$ cat config.mk
export PLATFORM = sky130hd
export DESIGN_NAME = mlfs_top
export DESIGN_NICKNAME = d
export VERILOG_FILES = /design/src/core/mlfs_pkg.sv /design/src/core/mlfs_line.sv /design/src/core/mlfs_sampler.sv /design/src/core/mlfs_top.sv
export SDC_FILE = /design/constraint.sdc
export NUM_CORES = 1
export LEC_CHECK = 0
export BUFFER_PORTS_ARGS = -buffer_cell sky130_fd_sc_hd__buf_4
export CORE_MARGIN = 3
export CORE_UTILIZATION = 47
export DETAILED_ROUTE_END_ITERATION = 8
export PLACE_DENSITY = 0.81
export REMOVE_ABC_BUFFERS = 1
export SYNTH_ARGS = -nofsm -noshare
export SYNTH_HDL_FRONTEND = slang
export SYNTH_SLANG_ARGS = --single-unit
$ cat constraint.sdc
create_clock -name sys_clk -period 1.4 [get_ports sys_clk]
set_input_delay 0.28 -clock sys_clk [delete_from_list [all_inputs] [get_ports sys_clk]]
set_output_delay 0.28 -clock sys_clk [all_outputs]
set_load 0.1 [all_outputs]
$ cat src/core/mlfs_pkg.sv
// Package for the multi-line function select block: setting codes, field widths, structs.
// Assumes a single 250 MHz clock domain; all users reference it with mlfs_pkg::name.
package mlfs_pkg;

   // ==========================================================================
   // Setting codes and widths
   localparam int          FUNC_W        = 3;
   localparam int          SAMPLE_W      = 16;
   localparam int          MODE_W        = 2;
   localparam logic [2:0]  FUNC_UNUSED   = 3'h0;
   localparam logic [2:0]  FUNC_AIN      = 3'h1;
   localparam logic [2:0]  FUNC_SELFTEST = 3'h2;
   localparam logic [2:0]  FUNC_AZIMUTH  = 3'h3;
   localparam logic [2:0]  FUNC_ADDRBIT  = 3'h4;
   localparam logic [2:0]  FUNC_MAX      = 3'h4;
   localparam logic [2:0]  FUNC_RESET    = 3'h0;
   localparam logic [1:0]  AOUT_MODE_OFF = 2'h2;
   localparam logic [1:0]  AOUT_MODE_VOLT = 2'h0;
   localparam logic [15:0] SAMPLE_FULL   = 16'hFFFF;

   // ==========================================================================
   // Timing: one conversion per sample period
   localparam int SAMPLE_PERIOD_NS = 1000;
   localparam int CLK_PERIOD_NS    = 4;
   localparam int SAMPLE_CYCLES    = SAMPLE_PERIOD_NS / CLK_PERIOD_NS;

   // ==========================================================================
   // Carriers
   typedef enum logic [1:0] {
      MLFS_ROLE_IDLE,
      MLFS_ROLE_INPUT,
      MLFS_ROLE_OUTPUT,
      MLFS_ROLE_ADDR
   } mlfs_role_t;

   typedef struct packed {
      logic             valid;
      logic             lineSel;   // 0 first line, 1 fourth line
      logic [2:0]       value;
   } mlfs_wr_t;

   typedef struct packed {
      logic             valid;
      logic [15:0]      code;
   } mlfs_sample_t;

endpackage

$ cat src/core/mlfs_line.sv
// Function decode for one multi-purpose line: setting storage and role outputs.
// Assumes write requests are already decoded for this line.
`timescale 1ns/1ps
module mlfs_line (
   input  wire logic        sys_clk,
   input  wire logic        rst,
   input  wire logic        wrValid,
   input  wire logic [2:0]  wrValue,
   input  wire logic        halfDuplex,
   input  wire logic [1:0]  analogOutputMode,
   output logic [2:0]       funcSel,
   output logic             wrAccepted,
   output logic             wrRejected,
   output mlfs_pkg::mlfs_role_t role,
   output logic             mainOutOff,
   output logic             azimuthOn,
   output logic             sampleOn,
   output logic             selfTest,
   output logic             addrBit
);

   logic [2:0] func_q, func_d;
   logic       acc_q, acc_d;
   logic       rej_q, rej_d;

   always_comb begin
      func_d = func_q;
      acc_d  = 1'b0;
      rej_d  = 1'b0;
      if (wrValid) begin
         if (halfDuplex && wrValue <= mlfs_pkg::FUNC_MAX) begin
            func_d = wrValue;
            acc_d  = 1'b1;
         end else begin
            rej_d = 1'b1;
         end
      end
   end

   always_ff @(posedge sys_clk) begin
      if (rst) begin
         func_q <= mlfs_pkg::FUNC_RESET;
         acc_q  <= 1'b0;
         rej_q  <= 1'b0;
      end else begin
         func_q <= func_d;
         acc_q  <= acc_d;
         rej_q  <= rej_d;
      end
   end

   assign funcSel    = func_q;
   assign wrAccepted = acc_q;
   assign wrRejected = rej_q;
   assign sampleOn   = func_q == mlfs_pkg::FUNC_AIN || func_q == mlfs_pkg::FUNC_SELFTEST;
   assign selfTest   = func_q == mlfs_pkg::FUNC_SELFTEST;
   assign mainOutOff = func_q == mlfs_pkg::FUNC_AIN;
   assign azimuthOn  = func_q == mlfs_pkg::FUNC_AZIMUTH
                       && analogOutputMode != mlfs_pkg::AOUT_MODE_OFF;
   assign addrBit    = func_q == mlfs_pkg::FUNC_ADDRBIT;

   always_comb begin
      unique case (func_q)
         mlfs_pkg::FUNC_AIN, mlfs_pkg::FUNC_SELFTEST: role = mlfs_pkg::MLFS_ROLE_INPUT;
         mlfs_pkg::FUNC_AZIMUTH:                      role = mlfs_pkg::MLFS_ROLE_OUTPUT;
         mlfs_pkg::FUNC_ADDRBIT:                      role = mlfs_pkg::MLFS_ROLE_ADDR;
         default:                                     role = mlfs_pkg::MLFS_ROLE_IDLE;
      endcase
   end
endmodule

$ cat src/core/mlfs_sampler.sv
// Cyclic analog sampler for one multi-purpose line.
// Assumes the converter code is synchronous to sys_clk and scaled to full range.
`timescale 1ns/1ps
module mlfs_sampler #(
   parameter int ADC_W = 16
) (
   input  wire logic             sys_clk,
   input  wire logic             rst,
   input  wire logic             enable,
   input  wire logic             tick,
   input  wire logic [ADC_W-1:0] adcCode,
   output mlfs_pkg::mlfs_sample_t sample
);

   mlfs_pkg::mlfs_sample_t sample_q, sample_d;

   always_comb begin
      sample_d       = sample_q;
      sample_d.valid = 1'b0;
      if (!enable) begin
         sample_d.code = '0;
      end else if (tick) begin
         sample_d.valid = 1'b1;
         sample_d.code  = adcCode;
      end
   end

   always_ff @(posedge sys_clk) begin
      if (rst) begin
         sample_q <= '0;
      end else begin
         sample_q <= sample_d;
      end
   end

   assign sample = sample_q;
endmodule

$ cat src/core/mlfs_top.sv
// Top of the multi-line function select block: two line decoders and two samplers.
// Assumes a configuration parser delivers decoded writes and the analog converters give 16-bit codes.
`timescale 1ns/1ps
module mlfs_top #(
   parameter int SAMPLE_CYCLES = mlfs_pkg::SAMPLE_CYCLES
) (
   input  wire logic             sys_clk,
   input  wire logic             rst,
   input  wire mlfs_pkg::mlfs_wr_t cfgWrite,
   input  wire logic             halfDuplex,
   input  wire logic [1:0]       analogOutputMode,
   input  wire logic [15:0]      firstLineAdc,
   input  wire logic [15:0]      fourthLineAdc,
   input  wire logic             firstLineLevel,
   input  wire logic             fourthLineLevel,
   output logic [2:0]            firstLineFunctionSelect,
   output logic [2:0]            fourthLineFunctionSelect,
   output logic                  cfgAccepted,
   output logic                  cfgRejected,
   output logic                  fullDuplexAllowed,
   output logic                  windSpeedOutEnable,
   output logic                  windAngleOutEnable,
   output logic                  azimuthSpeedOutEnable,
   output logic                  azimuthAngleOutEnable,
   output logic                  firstSelfTest,
   output logic                  fourthSelfTest,
   output mlfs_pkg::mlfs_sample_t firstLineSample,
   output mlfs_pkg::mlfs_sample_t fourthLineSample,
   output logic [1:0]            instrumentAddressBits,
   output logic [1:0]            instrumentAddressValid
);

   // ==========================================================================
   // Sample tick divider
   logic [$clog2(SAMPLE_CYCLES)-1:0] div_q, div_d;
   logic                             tick;

   always_comb begin
      tick  = div_q == ($clog2(SAMPLE_CYCLES))'(SAMPLE_CYCLES - 1);
      div_d = tick ? '0 : div_q + 1'b1;
   end

   always_ff @(posedge sys_clk) begin
      if (rst) begin
         div_q <= '0;
      end else begin
         div_q <= div_d;
      end
   end

   // ==========================================================================
   // Line decoders
   logic                 acc1, acc4, rej1, rej4;
   logic                 off1, off4, az1, az4, smp1, smp4, st1, st4, ab1, ab4;
   mlfs_pkg::mlfs_role_t role1, role4;

   mlfs_line u_first (
      .sys_clk          (sys_clk),
      .rst              (rst),
      .wrValid          (cfgWrite.valid && !cfgWrite.lineSel),
      .wrValue          (cfgWrite.value),
      .halfDuplex       (halfDuplex),
      .analogOutputMode (analogOutputMode),
      .funcSel          (firstLineFunctionSelect),
      .wrAccepted       (acc1),
      .wrRejected       (rej1),
      .role             (role1),
      .mainOutOff       (off1),
      .azimuthOn        (az1),
      .sampleOn         (smp1),
      .selfTest         (st1),
      .addrBit          (ab1)
   );

   mlfs_line u_fourth (
      .sys_clk          (sys_clk),
      .rst              (rst),
      .wrValid          (cfgWrite.valid && cfgWrite.lineSel),
      .wrValue          (cfgWrite.value),
      .halfDuplex       (halfDuplex),
      .analogOutputMode (analogOutputMode),
      .funcSel          (fourthLineFunctionSelect),
      .wrAccepted       (acc4),
      .wrRejected       (rej4),
      .role             (role4),
      .mainOutOff       (off4),
      .azimuthOn        (az4),
      .sampleOn         (smp4),
      .selfTest         (st4),
      .addrBit          (ab4)
   );

   // ==========================================================================
   // Samplers; self test reuses the same input path.
   mlfs_sampler #(.ADC_W(mlfs_pkg::SAMPLE_W)) u_samp1 (
      .sys_clk (sys_clk),
      .rst     (rst),
      .enable  (smp1),
      .tick    (tick),
      .adcCode (firstLineAdc),
      .sample  (firstLineSample)
   );

   mlfs_sampler #(.ADC_W(mlfs_pkg::SAMPLE_W)) u_samp4 (
      .sys_clk (sys_clk),
      .rst     (rst),
      .enable  (smp4),
      .tick    (tick),
      .adcCode (fourthLineAdc),
      .sample  (fourthLineSample)
   );

   // ==========================================================================
   // Outputs
   logic [1:0] addr_q, addr_d;

   always_comb begin
      addr_d = {ab4 ? fourthLineLevel : 1'b0, ab1 ? firstLineLevel : 1'b0};
   end

   always_ff @(posedge sys_clk) begin
      if (rst) begin
         addr_q <= '0;
      end else begin
         addr_q <= addr_d;
      end
   end

   assign instrumentAddressBits  = addr_q;
   assign instrumentAddressValid = {ab4, ab1};
   assign cfgAccepted            = acc1 | acc4;
   assign cfgRejected            = rej1 | rej4;
   // Full duplex only once both lines are back to unused.
   assign fullDuplexAllowed      = role1 == mlfs_pkg::MLFS_ROLE_IDLE
                                   && role4 == mlfs_pkg::MLFS_ROLE_IDLE;
   // Read-back needs the speed output live, so only plain input mode or AOUT_MODE_OFF kills it.
   assign windSpeedOutEnable     = !off1 && analogOutputMode != mlfs_pkg::AOUT_MODE_OFF;
   assign windAngleOutEnable     = !off4 && analogOutputMode != mlfs_pkg::AOUT_MODE_OFF;
   assign azimuthSpeedOutEnable  = az1;
   assign azimuthAngleOutEnable  = az4;
   assign firstSelfTest          = st1;
   assign fourthSelfTest         = st4;
endmodule

# After elaboration in Yosys (flattened, before gate mapping)
# Cells that the tools add are included.
dict set report totals {
  inputBits 44
  wordCells 65
  out_inout_bits 53
  reg_bits 54
}
dict set report op_classes {
  mux 6
  order_cmp 1
  bitwise_logic 8
  n_addsub 1
  n_eq_ne 10
  n_reduce_logical 26
}
# operator count
set ops {}
lappend ops {{2-to-1 mux 17 bit} 2}
lappend ops {{OR reduction 2 bit} 9}
lappend ops {{== test 3 x 2 -> 1 bit, second input constant} 4}
lappend ops {{one-hot mux 2 bit (3 select lines)} 2}
lappend ops {{adder 8 x 1 -> 8 bit, second input constant} 1}
lappend ops {{== test 8 bit, second input constant} 1}
lappend ops {{logical AND 1 bit} 8}
lappend ops {{== test 3 x 1 -> 1 bit, second input constant} 2}
lappend ops {{== test 3 bit, second input constant} 2}
lappend ops {{NOT 1 bit} 6}
lappend ops {{logical NOT 2 bit} 2}
lappend ops {{AND reduction 2 bit} 2}
lappend ops {{<= comparator 3 bit, second input constant} 1}
lappend ops {{logical NOT 1 bit} 3}
lappend ops {{logical OR 1 bit} 2}
lappend ops {{2-to-1 mux 1 bit} 2}
lappend ops {{!= test 2 bit, second input constant} 1}
lappend ops {{bitwise OR 1 bit} 2}

# Longest topological paths before layout
dict set report depth {
  depth_word 5
  depth_mapped 7
  mapped_depth_nobuf 5
}

# By module
# Synthesis repeated with hierarchy kept, for this count alone.
dict set report hier_totals {
  cells_unflattened 240
  area_unflattened_um2 2309.7
}
# mod cells_each n_inst area_per_inst_um2 seq_area_each_um2
set by_module_without_submodules {}
lappend by_module_without_submodules {mlfs_sampler 56 2 621.8 340.3}
lappend by_module_without_submodules {mlfs_line 35 2 292.8 100.1}
lappend by_module_without_submodules {mlfs_top 58 1 480.5 200.2}

# Least setup slack after synthesis
# No wires, ideal clock.
dict set report synth_path {
  path_type {flip-flop to output port}
  from {register u_first.func_q[0], in the netlist u_first.funcSel[0]}
  to {output fullDuplexAllowed}
  slack_ns -3.199
  n_path_buf 0
  required_time_ns 1.120
  arrival_time_ns 4.319
  stages_incl_launch_ff 4
  path_cell_list {dfxtp_1 > nor2_1 > and2_1 > nor4_1}
}
dict set report synth_via {
  word_cells_on_any_way 8
  cone_classes {4 x eq/ne; 1 x mux; 3 x reduce/logical}
}
# element line_no
set synth_rtl {}
lappend synth_rtl {{start: declaration} mlfs_line.sv:22} ;# logic [2:0] func_q, func_d;
lappend synth_rtl {{start signal: assignment} mlfs_line.sv:42} ;# func_q <= mlfs_pkg::FUNC_RESET;
lappend synth_rtl {{start signal: assignment} mlfs_line.sv:46} ;# func_q <= func_d;
lappend synth_rtl {{== test 3 bit} -}
lappend synth_rtl {{net ab1} mlfs_top.sv:54} ;# logic off1, off4, az1, az4, smp1, smp4, st1, st4, ab1, ab4;
lappend synth_rtl {{one-hot mux 2 bit (3 select lines)} mlfs_line.sv:63} ;# unique case (func_q)
lappend synth_rtl {{logical NOT 2 bit} mlfs_top.sv:134} ;# assign fullDuplexAllowed = role1 == mlfs_pkg::MLFS_ROLE_IDLE
lappend synth_rtl {{logical AND 1 bit} mlfs_top.sv:135} ;# && role4 == mlfs_pkg::MLFS_ROLE_IDLE;
lappend synth_rtl {{end: declaration} mlfs_top.sv:20} ;# output logic fullDuplexAllowed,
# The timed path passes the listed nets, and every way through them passes these cells.

# Final worst setup path
dict set report layout_path {
  from {register u_first.func_q[0], in the netlist u_first.funcSel[0]}
  to {output fullDuplexAllowed}
}
dict set report layout_via {
  elab_chain_cells 5
  word_cells_on_any_way 8
  cone_classes {4 x eq/ne; 1 x mux; 3 x reduce/logical}
}
# element line_no
set layout_lines {}
lappend layout_lines {{== test 3 x 2 -> 1 bit or == test 3 x 1 -> 1 bit (tied branches)} mlfs_line.sv:63}
lappend layout_lines {{OR reduction 2 bit} mlfs_line.sv:63}
lappend layout_lines {{one-hot mux 2 bit (3 select lines) (*)} mlfs_line.sv:63}
lappend layout_lines {{logical NOT 2 bit (*)} mlfs_top.sv:134}
lappend layout_lines {{logical AND 1 bit (*)} mlfs_top.sv:135}
# Every way passes the cells marked *; elsewhere a longest branch is shown, timed or not.

==> metrics.md <==
| Metric | Value |
|---|---|
| Min-Delay Path Class | in2reg |
| Clk sinks | 54 |
| Worst slack at placement | -35.2 ps |
| Startpoint types | flop |
| Worst-path clk slew | ~90 ps |
| Drt wl/cell | between 15 and 20 um |
| Area delta synth->final | 63.5% |
| Final setup violation count | 31 |
| P per Cell Area | 808 nW/um2 |
| Fin util | between 80% and 90% |
| Initial antenna violation count | 0 |
| Worst Tran Pin Value | 295 ps |
| Layout cell share with drive strength beyond 1 | 53.9% |
| TritonCTS Buffers | 5 |
| Die X | around 77 um |
| Post-synth top area share | 46.2% |
| Die height | 76.6 um |
| Pleak | between 1 and 1.5 nW |
| Largest net degree at the start of global routing | 34 |
| Critical path arrival | 1370 ps |
| RSZ-0062 raised after global routing | true |
| Metal2 WL | 3.78 mm |
| Tcrit/Tclk final | 118% |
| Register area share after synthesis | 46.2% |
| FF+latch count, synth | 54 |
| Slew Viols, Final | 0 |
| CTS tree | built |
| Vias/cell | 5.66 |
| Initial core utilization | 49.2% |
| Hold Crit Depth | 2 |
| DRT antenna net count | 0 |
| Vias in the first global route | roughly 2,200 |
| Synth cell count leaders | 54 x dfxtp_1, 37 x nand3_1, 27 x o21ai_0, 18 x a21oi_2, 16 x a21oi_1 |
| Warnings from Yosys | 0 |
| Setup TNS | -1800 ps |
| Hold Violations, Final | 0 |
| Crit path time final | 1650 ps |
| Die area | 5860 um2 |
| TritonRoute pass-1 iters | 5 |
| Most used flip-flop cell after synthesis | dfxtp_1 |
| Relative slew slack | roughly 80% |
| Via Count | 2,480 |
| Clock tree buffer depth | 2 |
| GRT Overall Usage | 21.0% |
| Drc violations | 0 |
| CP Class | reg2out |
| Post-synth ARST share | 0% |
| Achievable Freq | 608 MHz |
| First-pass GRT wire length | 10.1 mm |
| GPL Wtd Cong | about 0.84 |
| Fin Hold WS | 163 ps |
| Htree depth | 2 |
| 1st-iter DRT viols | 190 |
| Metal1 wirelength | just over 3 mm |
| Failing checks | negative setup slack |
| Max Used Layer | met4 |
| Final wirelength | approximately 7.6 mm |
| CP max FO | 2 |
| Synth area leader | dfxtp_1 |
| Area contributors post-synth | dfxtp_1 46%, nand3_1 7.9%, a21oi_2 6.7% |
| Peak supply drop | 0.562 mV |
| Clock skew | 23.0 ps |
| Top-count cell post-synth | dfxtp_1 |
| Met3 wire length | 641 um |
| Reg2Reg Depth | 6 |
| Grt ovf | 0 |
| CP Capture Type | primary output |
| Site Rows | 25 |
| Final worst slack | -245 ps |
| Mean Syn Cell Area | 9.04 um2 |
| Syn Inst Count | ~260 |
| Status | complete, but fails checks |
| Post-synth EDFFs | 0 |
| Port bufs | 96 |
| Dpl hpwl | 4.45 mm |
| Floorplan core area | 4750 um2 |
| Clock latency on the worst-skew pair | 310 ps |
| I/O pin cnt | 97 |
| Crit path required time | 1120 ps |
| Max Cap Violations | 0 |
| # diodes | 0 |
| Mapped Area | 2340 um2 |
| Fin nets | 416 |
| Netlist cell types | 38 |
| CTS root buffer | clkbuf_8 |
per-stage QoR:
stage               power [W]  instances  cell area [um2]
floorplan             0.00183        236             2190
global placement      0.00199        417             3180
detailed placement    0.00200        417             3180
CTS                   0.00304        426             3430
global route          0.00320        438             3830
finish                0.00309        438             3830
worst paths after layout:
kind | start | to | slack, ps
worst max register to register | u_first.funcSel[1] | u_samp1.sample[15] | -70
worst max-delay path | u_first.funcSel[0] | fullDuplexAllowed | -250
worst min register to register | u_samp4.sample[13] | u_samp4.sample[13] | 460
worst min-delay path | cfgWrite[3] | u_first.wrRejected | 160
registers in the layout (all words and copies together), names as in the netlist:
name                   cells
u_samp1.sample            17
u_samp4.sample            17
div_q                      8
u_first.funcSel            3
u_fourth.funcSel           3
instrumentAddressBits      2
u_first.wrAccepted         1
u_first.wrRejected         1
u_fourth.wrAccepted        1
u_fourth.wrRejected        1
critical path, cell delays in order (launching register included):
cell and delay (ps):
dfxtp_2 350, nor2_4 120, nor2_1 70, nor4_4 260, buf_6 260
logic make-up (layout without fill, tap and decap cells):
kind of cell             after synthesis  in the layout  share of synthesized area [%]
AO/OA/AOI/OAI                         71             71                           18.3
flip-flops                            54             54                           46.2
buffers and inverters                 25            137                           6.73
AND/OR/NAND/NOR                       96             96                           23.2
XOR/XNOR                               5              5                           1.87
adder cells (fa/ha/maj)                2              2                           1.07
multiplexers                           6              6                           2.57
power breakdown:
part	internal (W)	switching (W)
registers	0.00156	0.0000237
logic	0.000214	0.000256
clock network	0.000534	0.000509
total	0.00230	0.000788
routing by layer:
metal	global-route usage [%]	up-vias
met5	0	-
met4	5.80	0
met3	7.09	14
met2	34.4	147
met1	26.2	1180
li1	-	1139
final cells by class:
type	count	area, um2
multi-input cells	180	1290
fillers	280	926
clock buffers	6	72.6
repair buffers	127	1240
inverters	2	7.51
flip-flops and latches	54	1100
clock inverters	2	37.5
well taps	67	83.8
what timing repair did:
| item | 4_1_cts | 5_1_grt |
|---|---|---|
| pin swaps | 9 | 7 |
| hold buffers | 0 | 0 |
| resized for setup | 37 | 89 |
| setup buffers | 2 | 7 |
| cloned | 0 | 6 |
| endpoints found under the setup margin | 13 | 48 |
cell usage in the layout, fill, tap and decap left out, types with 7 or more instances in the layout:
master / n
dfxtp_1: 45
buf_12: 14
a21oi_1: 7
buf_6: 17
a21oi_2: 27
o21ai_1: 13
buf_4: 92
nand2b_1: 9
nand3_1: 37
nand2_1: 7
dfxtp_2: 7
o21ai_2: 12
Note: power is estimated with default switching activity, not from simulation.
